<file path="config.mk">
export PLATFORM = sky130hd
export DESIGN_NAME = sda_top
export DESIGN_NICKNAME = d
export VERILOG_FILES = /design/src/sda_pkg.sv /design/src/sda_ramp.sv /design/src/sda_top.sv
export SDC_FILE = /design/constraint.sdc
export NUM_CORES = 1
export LEC_CHECK = 0
export BUFFER_PORTS_ARGS = -buffer_cell sky130_fd_sc_hd__buf_2
export CORE_MARGIN = 2
export CORE_UTILIZATION = 44
export CTS_CLUSTER_DIAMETER = 100
export DETAILED_ROUTE_END_ITERATION = 8
export GPL_TIMING_DRIVEN = 0
export PLACE_DENSITY_LB_ADDON = 0.1
export SLEW_MARGIN = 20
export SYNTH_ARGS = -nofsm -noshare
export SYNTH_HDL_FRONTEND = slang
export SYNTH_SLANG_ARGS = --single-unit
</file>
<file path="constraint.sdc">
create_clock -name I_CLOCK -period 3.6 [get_ports I_CLOCK]
set_clock_uncertainty 0.2 [all_clocks]
set_input_delay 0.36 -clock I_CLOCK [delete_from_list [all_inputs] [get_ports I_CLOCK]]
set_output_delay 0.36 -clock I_CLOCK [all_outputs]
set_load 0.005 [all_outputs]
</file>
<file path="src/sda_pkg.sv">
// constants, field layout and carrier type for sampling delay adjust
// assumes one device clock domain and a simple register port
// Summary of operation
// - calibrated 17-bit delay is readable; valid only while completion reads one
// - readback bit 16 shows whether calibration inverted the sampling clock
// - readback bits 15:8 hold calibrated coarse step, bits 7:0 fine step
// - manual bit 16 set inverts the sampling clock, clear leaves it normal
// - with calibration off, bits 15:8 set the coarse aperture delay step
// - with calibration off, bits 7:0 set the fine aperture delay step
// - any fine value is accepted at any time without clock glitch
// - bounded coarse steps come from small writes or the device ramp
// - calibration enabled drives delay itself, manual settings are ignored
// - completion reads one only when calibration is enabled and finished
// - slow ramp moves applied coarse one code per 384 clock cycles
package sda_pkg;
   localparam logic [11:0] SDA_ADDR_TIMING_ADJ = 12'h2b5;
   localparam logic [11:0] SDA_ADDR_CAL_STATUS = 12'h2b2;
   localparam int SDA_ADDR_W = 12;
   localparam int SDA_DATA_W = 24;
   localparam int SDA_INV_BIT = 16;
   localparam int SDA_COARSE_MSB = 15;
   localparam int SDA_COARSE_LSB = 8;
   localparam int SDA_FINE_MSB = 7;
   localparam int SDA_FINE_LSB = 0;
   localparam int SDA_DONE_BIT = 17;
   localparam logic [16:0] SDA_TIMING_ADJ_RESET = 17'h00000;
   localparam int SDA_RAMP_INTERVAL = 384;
   localparam int SDA_RAMP_SLOW_STEP = 1;
   localparam int SDA_RAMP_FAST_STEP = 4;
   localparam int SDA_SAFE_COARSE_DELTA = 4;

   typedef struct packed {
      logic inv;
      logic [7:0] coarse;
      logic [7:0] fine;
   } sda_delay_t;
endpackage : sda_pkg

</file>
<file path="src/sda_ramp.sv">
// coarse delay ramp: walks the applied code toward the written target
// assumes target and controls come from logic on the same clock
`timescale 1ns/1ns
module sda_ramp
   import sda_pkg::*;
#(
   parameter int WIDTH = 8,
   parameter int INTERVAL = SDA_RAMP_INTERVAL
) (
   input wire logic i_clock,
   input wire logic i_reset,
   input wire logic i_clk_en,
   input wire logic [WIDTH-1:0] i_target,
   input wire logic i_ramp_en,
   input wire logic i_ramp_fast,
   output logic [WIDTH-1:0] o_current
);
   localparam int CW = $clog2(INTERVAL);
   localparam logic [CW-1:0] LAST = CW'(INTERVAL - 1);

   logic [WIDTH-1:0] cur_reg, cur_next;
   logic [CW-1:0] cnt_reg, cnt_next;
   logic [WIDTH-1:0] diff, step;

   always_comb begin
      cur_next = cur_reg;
      cnt_next = cnt_reg;
      diff = (i_target > cur_reg) ? i_target - cur_reg : cur_reg - i_target;
      step = i_ramp_fast ? WIDTH'(SDA_RAMP_FAST_STEP) :
             WIDTH'(SDA_RAMP_SLOW_STEP);
      if (!i_ramp_en) begin
         // without ramp the new code applies at once
         cur_next = i_target;
         cnt_next = '0;
      end else if (cur_reg != i_target) begin
         if (cnt_reg == LAST) begin
            cnt_next = '0;
            if (diff <= step) begin
               cur_next = i_target;
            end else if (i_target > cur_reg) begin
               cur_next = cur_reg + step;
            end else begin
               cur_next = cur_reg - step;
            end
         end else begin
            cnt_next = cnt_reg + 1'b1;
         end
      end else begin
         cnt_next = '0;
      end
   end

   always_ff @(posedge i_clock or posedge i_reset) begin
      if (i_reset) begin
         cur_reg <= '0;
         cnt_reg <= '0;
      end else if (i_clk_en) begin
         cur_reg <= cur_next;
         cnt_reg <= cnt_next;
      end
   end

   assign o_current = cur_reg;
endmodule : sda_ramp

</file>
<file path="src/sda_top.sv">
// sampling clock aperture delay adjust: register, readback, applied delay
// assumes register port, calibration engine and enables share I_CLOCK
`timescale 1ns/1ns
module sda_top
   import sda_pkg::*;
(
   input wire logic I_CLOCK,
   input wire logic I_RESET,
   input wire logic I_CLK_EN,
   input wire logic I_REG_WR,
   input wire logic I_REG_RD,
   input wire logic [SDA_ADDR_W-1:0] I_REG_ADDR,
   input wire logic [SDA_DATA_W-1:0] I_REG_WDATA,
   output logic [SDA_DATA_W-1:0] O_REG_RDATA,
   output logic O_REG_RVALID,
   input wire logic I_TIMING_CAL_ENABLE,
   input wire logic I_TIMING_CAL_COMPLETE,
   input wire logic [16:0] I_CALIBRATED_DELAY,
   input wire logic I_RAMP_ENABLE,
   input wire logic I_RAMP_FAST,
   input wire logic I_ADC_CAL_ENABLE,
   input wire logic I_SERIAL_LINK_ENABLE,
   output logic O_SAMPLE_CLOCK_INVERT,
   output logic [7:0] O_COARSE_DELAY,
   output logic [7:0] O_FINE_DELAY,
   output logic O_TIMING_CAL_COMPLETE,
   output logic O_UNSAFE_WRITE
);
   sda_delay_t tad_reg, tad_next;
   sda_delay_t applied_reg, applied_next;
   sda_delay_t wr_val, cal_val;
   logic [SDA_DATA_W-1:0] rdata_reg, rdata_next;
   logic rvalid_reg, rvalid_next;
   logic done_reg, done_next;
   logic unsafe_reg, unsafe_next;
   logic [7:0] ramp_coarse;
   logic [7:0] coarse_delta;
   logic tad_wr, busy, cal_done;

   always_comb begin
      wr_val = sda_delay_t'(I_REG_WDATA[SDA_INV_BIT:SDA_FINE_LSB]);
      cal_val = sda_delay_t'(I_CALIBRATED_DELAY);
      tad_wr = I_REG_WR && (I_REG_ADDR == SDA_ADDR_TIMING_ADJ);
      busy = I_ADC_CAL_ENABLE || I_SERIAL_LINK_ENABLE;
      cal_done = I_TIMING_CAL_ENABLE && I_TIMING_CAL_COMPLETE;
      coarse_delta = (wr_val.coarse > tad_reg.coarse) ?
                     wr_val.coarse - tad_reg.coarse :
                     tad_reg.coarse - wr_val.coarse;
      // fine is taken on any write, in any state
      tad_next = tad_wr ? wr_val : tad_reg;
      done_next = cal_done;
      // flag only; the write still lands so software keeps control
      unsafe_next = tad_wr && busy &&
         ((wr_val.inv != tad_reg.inv) ||
          (!I_RAMP_ENABLE &&
           (coarse_delta > 8'(SDA_SAFE_COARSE_DELTA))));
      rvalid_next = I_REG_RD;
      rdata_next = '0;
      if (I_REG_RD) begin
         unique case (I_REG_ADDR)
            SDA_ADDR_TIMING_ADJ: begin
               rdata_next = {7'h00, tad_reg};
            end
            SDA_ADDR_CAL_STATUS: begin
               rdata_next = {6'h00, cal_done, I_CALIBRATED_DELAY};
            end
            default: begin
               rdata_next = '0;
            end
         endcase
      end
      if (I_TIMING_CAL_ENABLE) begin
         applied_next = cal_val;
      end else begin
         applied_next.inv = tad_reg.inv;
         applied_next.coarse = ramp_coarse;
         applied_next.fine = tad_reg.fine;
      end
   end

   always_ff @(posedge I_CLOCK or posedge I_RESET) begin
      if (I_RESET) begin
         tad_reg <= sda_delay_t'(SDA_TIMING_ADJ_RESET);
         applied_reg <= sda_delay_t'(SDA_TIMING_ADJ_RESET);
         rdata_reg <= '0;
         rvalid_reg <= 1'b0;
         done_reg <= 1'b0;
         unsafe_reg <= 1'b0;
      end else if (I_CLK_EN) begin
         tad_reg <= tad_next;
         applied_reg <= applied_next;
         rdata_reg <= rdata_next;
         rvalid_reg <= rvalid_next;
         done_reg <= done_next;
         unsafe_reg <= unsafe_next;
      end
   end

   sda_ramp #(
      .WIDTH(8),
      .INTERVAL(SDA_RAMP_INTERVAL)
   ) u_ramp (
      .i_clock(I_CLOCK),
      .i_reset(I_RESET),
      .i_clk_en(I_CLK_EN),
      .i_target(tad_reg.coarse),
      .i_ramp_en(I_RAMP_ENABLE),
      .i_ramp_fast(I_RAMP_FAST),
      .o_current(ramp_coarse)
   );

   assign O_REG_RDATA = rdata_reg;
   assign O_REG_RVALID = rvalid_reg;
   assign O_SAMPLE_CLOCK_INVERT = applied_reg.inv;
   assign O_COARSE_DELAY = applied_reg.coarse;
   assign O_FINE_DELAY = applied_reg.fine;
   assign O_TIMING_CAL_COMPLETE = done_reg;
   assign O_UNSAFE_WRITE = unsafe_reg;
endmodule : sda_top
</file>
# [Word level (Yosys, flattened, before mapping)]
# Index checks and enable logic that the tools add are counted.
[word_totals] register_bits=78 mem_bits_rw=0 memories=0 rom_bits=0 latchBits=0
[op_classes] n_bitwise=0 reduce_logical=10 n_eq_ne=7 n_mux=14 n_addsub=7 shifts=0 order_cmp=4 div_mod_pow=0 multipliers=0
[op_table] op="8-bit 2-to-1 mux" count=7
[op_table] op="8-bit subtractor" count=5
[op_table] op="18-bit case mux with 2 select lines" count=1
[op_table] op="9-bit 2-to-1 mux" count=3
[op_table] op="12-bit by 10-bit equality test with 1-bit output (second input constant)" count=2
[op_table] op="18-bit 2-to-1 mux" count=1
[op_table] op="17-bit 2-to-1 mux" count=1
[op_table] op="8-bit greater-than comparator" count=2
[op_table] op="9-bit by 1-bit adder with 9-bit output (second input constant)" count=1
[op_table] op="9-bit equality test (second input constant)" count=1
[op_table] op="8-bit adder" count=1
[op_table] op="8-bit by 3-bit greater-than comparator with 1-bit output (second input constant)" count=1
[op_table] op="8-bit less-or-equal comparator" count=1
[op_table] op="8-bit != test" count=1
[op_table] op="1-bit logical AND" count=5
[op_table] op="2-bit by 1-bit != test with 1-bit output (second input constant)" count=2
[op_table] op="3-bit 2-to-1 mux" count=1
[op_table] op="3-bit AND reduction" count=1
[op_table] op="1-bit logical OR" count=2
[op_table] op="2-bit AND reduction" count=1
[op_table] op="1-bit logical NOT" count=1
[op_table] op="1-bit != test" count=1

# [Logic depth before layout (Yosys ltp)]
[depth] depth_word=7 mapped_depth=18 mapped_depth_nobuf=18

# [By module]
# From an unflattened synthesis, not the netlist that was laid out.
[hier_totals] hier_cells=559 hier_area_um2=5153.7
[modules_own_cells] module="sda_top" area_each_um2=3154.3 cells_each=328 seq_area_each_um2=1376.3 n_inst=1
[modules_own_cells] module="sda_ramp" area_each_um2=1999.4 cells_each=231 seq_area_each_um2=425.4 n_inst=1

# [Worst setup path after synthesis]
# OpenSTA, ideal clock, no wires.
[synth_timing] path_type="register to register" from="register tad_reg[8] in the netlist's numbering" to="register u_ramp.cur_reg[3], in the netlist u_ramp.o_current[3]" stages_incl_launch_ff=18 setup_ns=0.135 setup_slack_ns=-0.223 arrival_ns=3.488 synth_period_minus_slack_ns=3.823 cell_sequence="dfrtp_1 > inv_1 > ha_1 > inv_1 > fa_1 > nand3_1 > a21oi_2 > o21bai_2 > mux2i_1 > xnor2_1 > ha_1 > nor2b_1 > o21ai_0 > o21ai_0 > a311oi_2 > a21boi_4 > o2bb2ai_2 > a221oi_2"
[synth_between] elab_chain_len=7 word_cells_on_any_way=13
[synth_lines] element="start: declaration" line="sda_top.sv:29" text="sda_delay_t tad_reg, tad_next;"
[synth_lines] element="start signal: assignment" line="sda_top.sv:83" text="tad_reg <= sda_delay_t'(SDA_TIMING_ADJ_RESET);"
[synth_lines] element="start signal: assignment" line="sda_top.sv:90" text="tad_reg <= tad_next;"
[synth_lines] element="8-bit subtractor or 8-bit greater-than comparator (tied branches)" line="sda_ramp.sv:28, sda_ramp.sv:40"
[synth_lines] element="8-bit 2-to-1 mux" line="sda_ramp.sv:28" text="diff = (i_target > cur_reg) ? i_target - cur_reg : cur_reg - i_target;"
[synth_lines] element="8-bit less-or-equal comparator" line="sda_ramp.sv:38" text="if (diff <= step) begin"
[synth_lines] element="8-bit 2-to-1 mux" line="sda_ramp.sv:38"
[synth_lines] element="8-bit 2-to-1 mux" line="sda_ramp.sv:36" text="if (cnt_reg == LAST) begin"
[synth_lines] element="8-bit 2-to-1 mux" line="sda_ramp.sv:35" text="end else if (cur_reg != i_target) begin"
[synth_lines] element="8-bit 2-to-1 mux" line="sda_ramp.sv:31" text="if (!i_ramp_en) begin"
[synth_lines] element="end signal: assignment" line="sda_ramp.sv:58" text="cur_reg <= cur_next;"
[synth_lines] element="end: declaration" line="sda_ramp.sv:21" text="logic [WIDTH-1:0] cur_reg, cur_next;"
# Several ways; a longest one is shown, not always the timed one. The select of a mux whose other input is x is not followed.
# A chain may end at the register's enable or synchronous reset.

# [Worst setup path in the final report]
[layout_timing] from="register tad_reg[8] in the netlist's numbering" to="register u_ramp.cur_reg[6], in the netlist u_ramp.o_current[6]"
# Same word-level chain as after synthesis.

==> flow_metrics.tcl <==
set metrics [dict create \
    crit_path_cell_trace "inv_4 > ha_4 > inv_4 > fa_2 > nand3_2 > a21oi_2 > o21bai_4 > mux2i_1 > xnor2_1 > ha_1 > nor2b_4 > o21ai_1 > o21ai_1 > a311oi_2 > a21boi_4 > buf_12 > mux2i_1 > a21oi_1" \
    yosys_most_used_dff "sky130_fd_sc_hd__dfrtp_1" \
    power.density_mw_per_mm2 406.1 \
    cts_buffers 9 \
    leakagePower_uw 0.003090 \
    max_freq_mhz 272.5 \
    max-slew-margin-rel_pct 44.29 \
    fin_total_pwr_uw 2637 \
    required_arrival_time_at_the_worst_endpoint_ps 3610 \
    die_h_um 111.9 \
    timing.final.max_slew_violations 0 \
    grt.overflow.total 0 \
    fraction_of_layout_cells_with_a_size_suffix_above_1_pct 32.35 \
    path_class "register to register" \
    area_delta_synth_final_pct 26.74 \
    cts_clock_pin_slew_for_the_worst_setup_and_hold_paths_ps 60 \
    crit_path_end_kind "register" \
    yosys.cell_count.top_type "sky130_fd_sc_hd__dfrtp_1" \
    path_depth 18 \
    final-hold-violation-count 0 \
    postSynthCellCount 538 \
    worst_path_dominant_cell_family "compound AO/OA/AOI/OAI gates" \
    combinational_family_with_the_most_area_after_synthesis "compound AO/OA/AOI/OAI gates" \
    worstPathMaxFanout 6 \
    die_width_um 111.9 \
    dr.pass1.iters 5 \
    yosysTopAreaCellShare_pct 35.16 \
    groute.usage.overall_pct 23.35 \
    drtIter0Drc 299 \
    pin_count_of_the_biggest_net_entering_global_routing 48 \
    die_area_mm2 0.01252 \
    antenna_found_initial 0 \
    synth-seq-cells 72 \
    violations_in_the_final_reports "negative setup slack" \
    route.detailed.vias_per_inst 5.465 \
    synth_compound_area_share_pct 19.22 \
    tritoncts_clock_tree "yes" \
    post_synth_num_cell_types 74 \
    first_global_vias 4525 \
    final_critical_path_setup_slack_ps -69.08 \
    status "finished with violations" \
    dp.final_hpwl_mm 10.58 \
    layout.cells.non_filler 823 \
    synth.top_cells.by_area "sky130_fd_sc_hd__dfrtp_1 (35%), sky130_fd_sc_hd__ha_1 (9.8%), sky130_fd_sc_hd__mux2i_1 (5.3%)" \
    ioPinCount 108 \
    simple_gate_share_of_the_synthesized_area_pct 16.39 \
    report.final.setup_viol 7 \
    wl_per_cell_um 17.27 \
    routed_wl_mm 14.21 \
    rsz0062_at_grt "true" \
    wire_length_of_the_first_global_routing_pass_mm 23.33 \
    post_layout_utilization_of_the_core_pct 57.11 \
    reg2regPathDepth 18 \
    slowest_stage_cell_crit_path "sky130_fd_sc_hd__dfrtp_2" \
    yosysWarningCount 0 \
    muxShareOfSynthArea_pct 8.132 \
    synthDominantAreaCellType "sky130_fd_sc_hd__dfrtp_1" \
    initial_core_util_pct 45.06 \
    hold_class "input port to register" \
    hold-worst-slack_ps 60.54 \
    post_synth_most_frequent_cells "sky130_fd_sc_hd__dfrtp_1 (72), sky130_fd_sc_hd__a21oi_1 (40), sky130_fd_sc_hd__ha_1 (40), sky130_fd_sc_hd__nor2_1 (40), sky130_fd_sc_hd__inv_1 (37)" \
    placeableCoreArea_mm2 0.01137 \
    placedCellCount 780 \
    finalWorstPathRequiredPeriod_ps 3669 \
    start_kind "register" \
    max-clock-path-buffers 2 \
    netlist_area_mm2 0.005124 \
    synth-xor-area-share_pct 3.077 \
    largest_reg_flops 18 \
    via_count 4498 \
    nNetsFinal 784 \
    cts-root-buf "sky130_fd_sc_hd__clkbuf_16" \
    htree_num_levels 3 \
    arrival_time_of_data_at_the_critical_path_endpoint_ps 3680 \
    worst_ir_drop_vdd_mv 0.2627 \
    synth_area_per_cell_um2 9.524 \
    io_buffers 93 \
    cp_slowest_stage_delay_ps 440 \
    number_of_flops_mapped_to_enable_cells_by_yosys 0 \
    place.gp.congestion 0.8562 \
    postSynth.asyncResetShare_pct 100.0 \
    hold_depth 2 \
    critPathBufInv 3 \
    fraction_of_the_cycle_the_final_worst_path_needs_pct 101.9 \
    antenna_violating_nets_post_route 0 \
    yosysSeqAreaShare_pct 35.16 \
    clkLatencyLatePin_ps 330 \
    cts.sinks 72 \
    synthAdderAreaFrac_pct 11.72 \
    max_cap_viol_count 0 \
    drc_violations_left 0 \
    core.rowCount 39 \
    insertedDiodeCount 0 \
    tightest_slew_ps 826.9 \
]
==> placed cells by master (no fill, tap or decap), types with 4 or more instances in the layout <==
cell type,instances
sky130_fd_sc_hd__buf_2,97
sky130_fd_sc_hd__dfrtp_1,62
sky130_fd_sc_hd__a21oi_1,40
sky130_fd_sc_hd__nor2_1,39
sky130_fd_sc_hd__ha_1,37
sky130_fd_sc_hd__buf_4,30
sky130_fd_sc_hd__inv_1,29
sky130_fd_sc_hd__o21ai_0,28
sky130_fd_sc_hd__nand2_1,27
sky130_fd_sc_hd__mux2i_1,26
sky130_fd_sc_hd__and2_1,22
sky130_fd_sc_hd__a221o_1,17
sky130_fd_sc_hd__mux2_2,13
sky130_fd_sc_hd__clkbuf_1,12
sky130_fd_sc_hd__xnor2_1,11
sky130_fd_sc_hd__dfrtp_2,10
sky130_fd_sc_hd__nand4_1,9
sky130_fd_sc_hd__nor3_1,9
sky130_fd_sc_hd__clkbuf_16,9
sky130_fd_sc_hd__nor2b_1,8
sky130_fd_sc_hd__xor2_1,7
sky130_fd_sc_hd__nand3_1,7
sky130_fd_sc_hd__buf_6,6
sky130_fd_sc_hd__conb_1,6
sky130_fd_sc_hd__nand2b_1,5
sky130_fd_sc_hd__buf_1,5
sky130_fd_sc_hd__clkinvlp_4,4
sky130_fd_sc_hd__nor3b_1,4
sky130_fd_sc_hd__o21ai_1,4
sky130_fd_sc_hd__a221oi_2,4
sky130_fd_sc_hd__fa_1,4
==> layout make-up <==
cell class	count	area [um2]
buffer	32	186.4
sequential	72	1814
fill	1025	4876
tap	143	178.9
multi-input combinational	402	3149
inverter	37	153.9
clock inverter	6	67.56
clock buffer	10	229.0
timing repair buffer	121	714.4
==> path summary, 6_finish.rpt <==
kind,end,slack [ps],start
worst max-delay path,u_ramp.o_current[6],-70,tad_reg[8]
worst min-delay path,tad_reg[1],60,I_REG_WDATA[1]
worst max register to register,u_ramp.o_current[6],-70,tad_reg[8]
worst min register to register,u_ramp.cnt_reg[8],280,u_ramp.cnt_reg[8]
max in group asynchronous,tad_reg[9],2280,I_RESET
min in group asynchronous,O_REG_RDATA[0],360,I_RESET
==> logic make-up after synthesis <==
| family | count (synthesis) |
|---|---|
| and+or+nand+nor | 156 |
| AOI/OAI and AO/OA | 137 |
| DFF | 72 |
| buffers and inverters | 69 |
| adders and majority gates | 45 |
| muxes | 40 |
| xor gates and xnor gates | 18 |
| other | 1 |
==> report_power, final <==
part | internal (uW) | leakage [uW] | total, uW | switching [uW]
Sequential | 865 | 0.000929 | 917 | 51.9
Combinational | 395 | 0.00202 | 825 | 430
Clock | 539 | 0.000139 | 896 | 357
Total | 1800 | 0.00309 | 2640 | 839
==> routing by layer <==
metal,vias to the layer above,GRT usage (%),share of wire [%]
li1,2199,-,-
met1,2190,31.18,47
met2,93,38.67,47
met3,16,4.355,4.3
met4,0,7.160,1.4
met5,-,0,0
==> through the flow <==
step / setup TNS, ps / area [um2] / worst slack [ps]
finish: -376.3 / 6494 / -69.08
global route: -1610 / 6494 / -229.6
global placement: -6723 / 5832 / -854.1
detailed placement: -7422 / 5862 / -939.9
floorplan: -402.4 / 5187 / -74.09
CTS: -41.59 / 6400 / -10.64
==> timing repair <==
action,in CTS,in global routing
cloned,0,0
buffers inserted,21,7
pin swaps,8,4
setup endpoints to repair,8,8
hold buffers,1,0
endpoints found under the hold margin,25,0
resized for setup,22,12
Power figures use the tool's default switching activity.
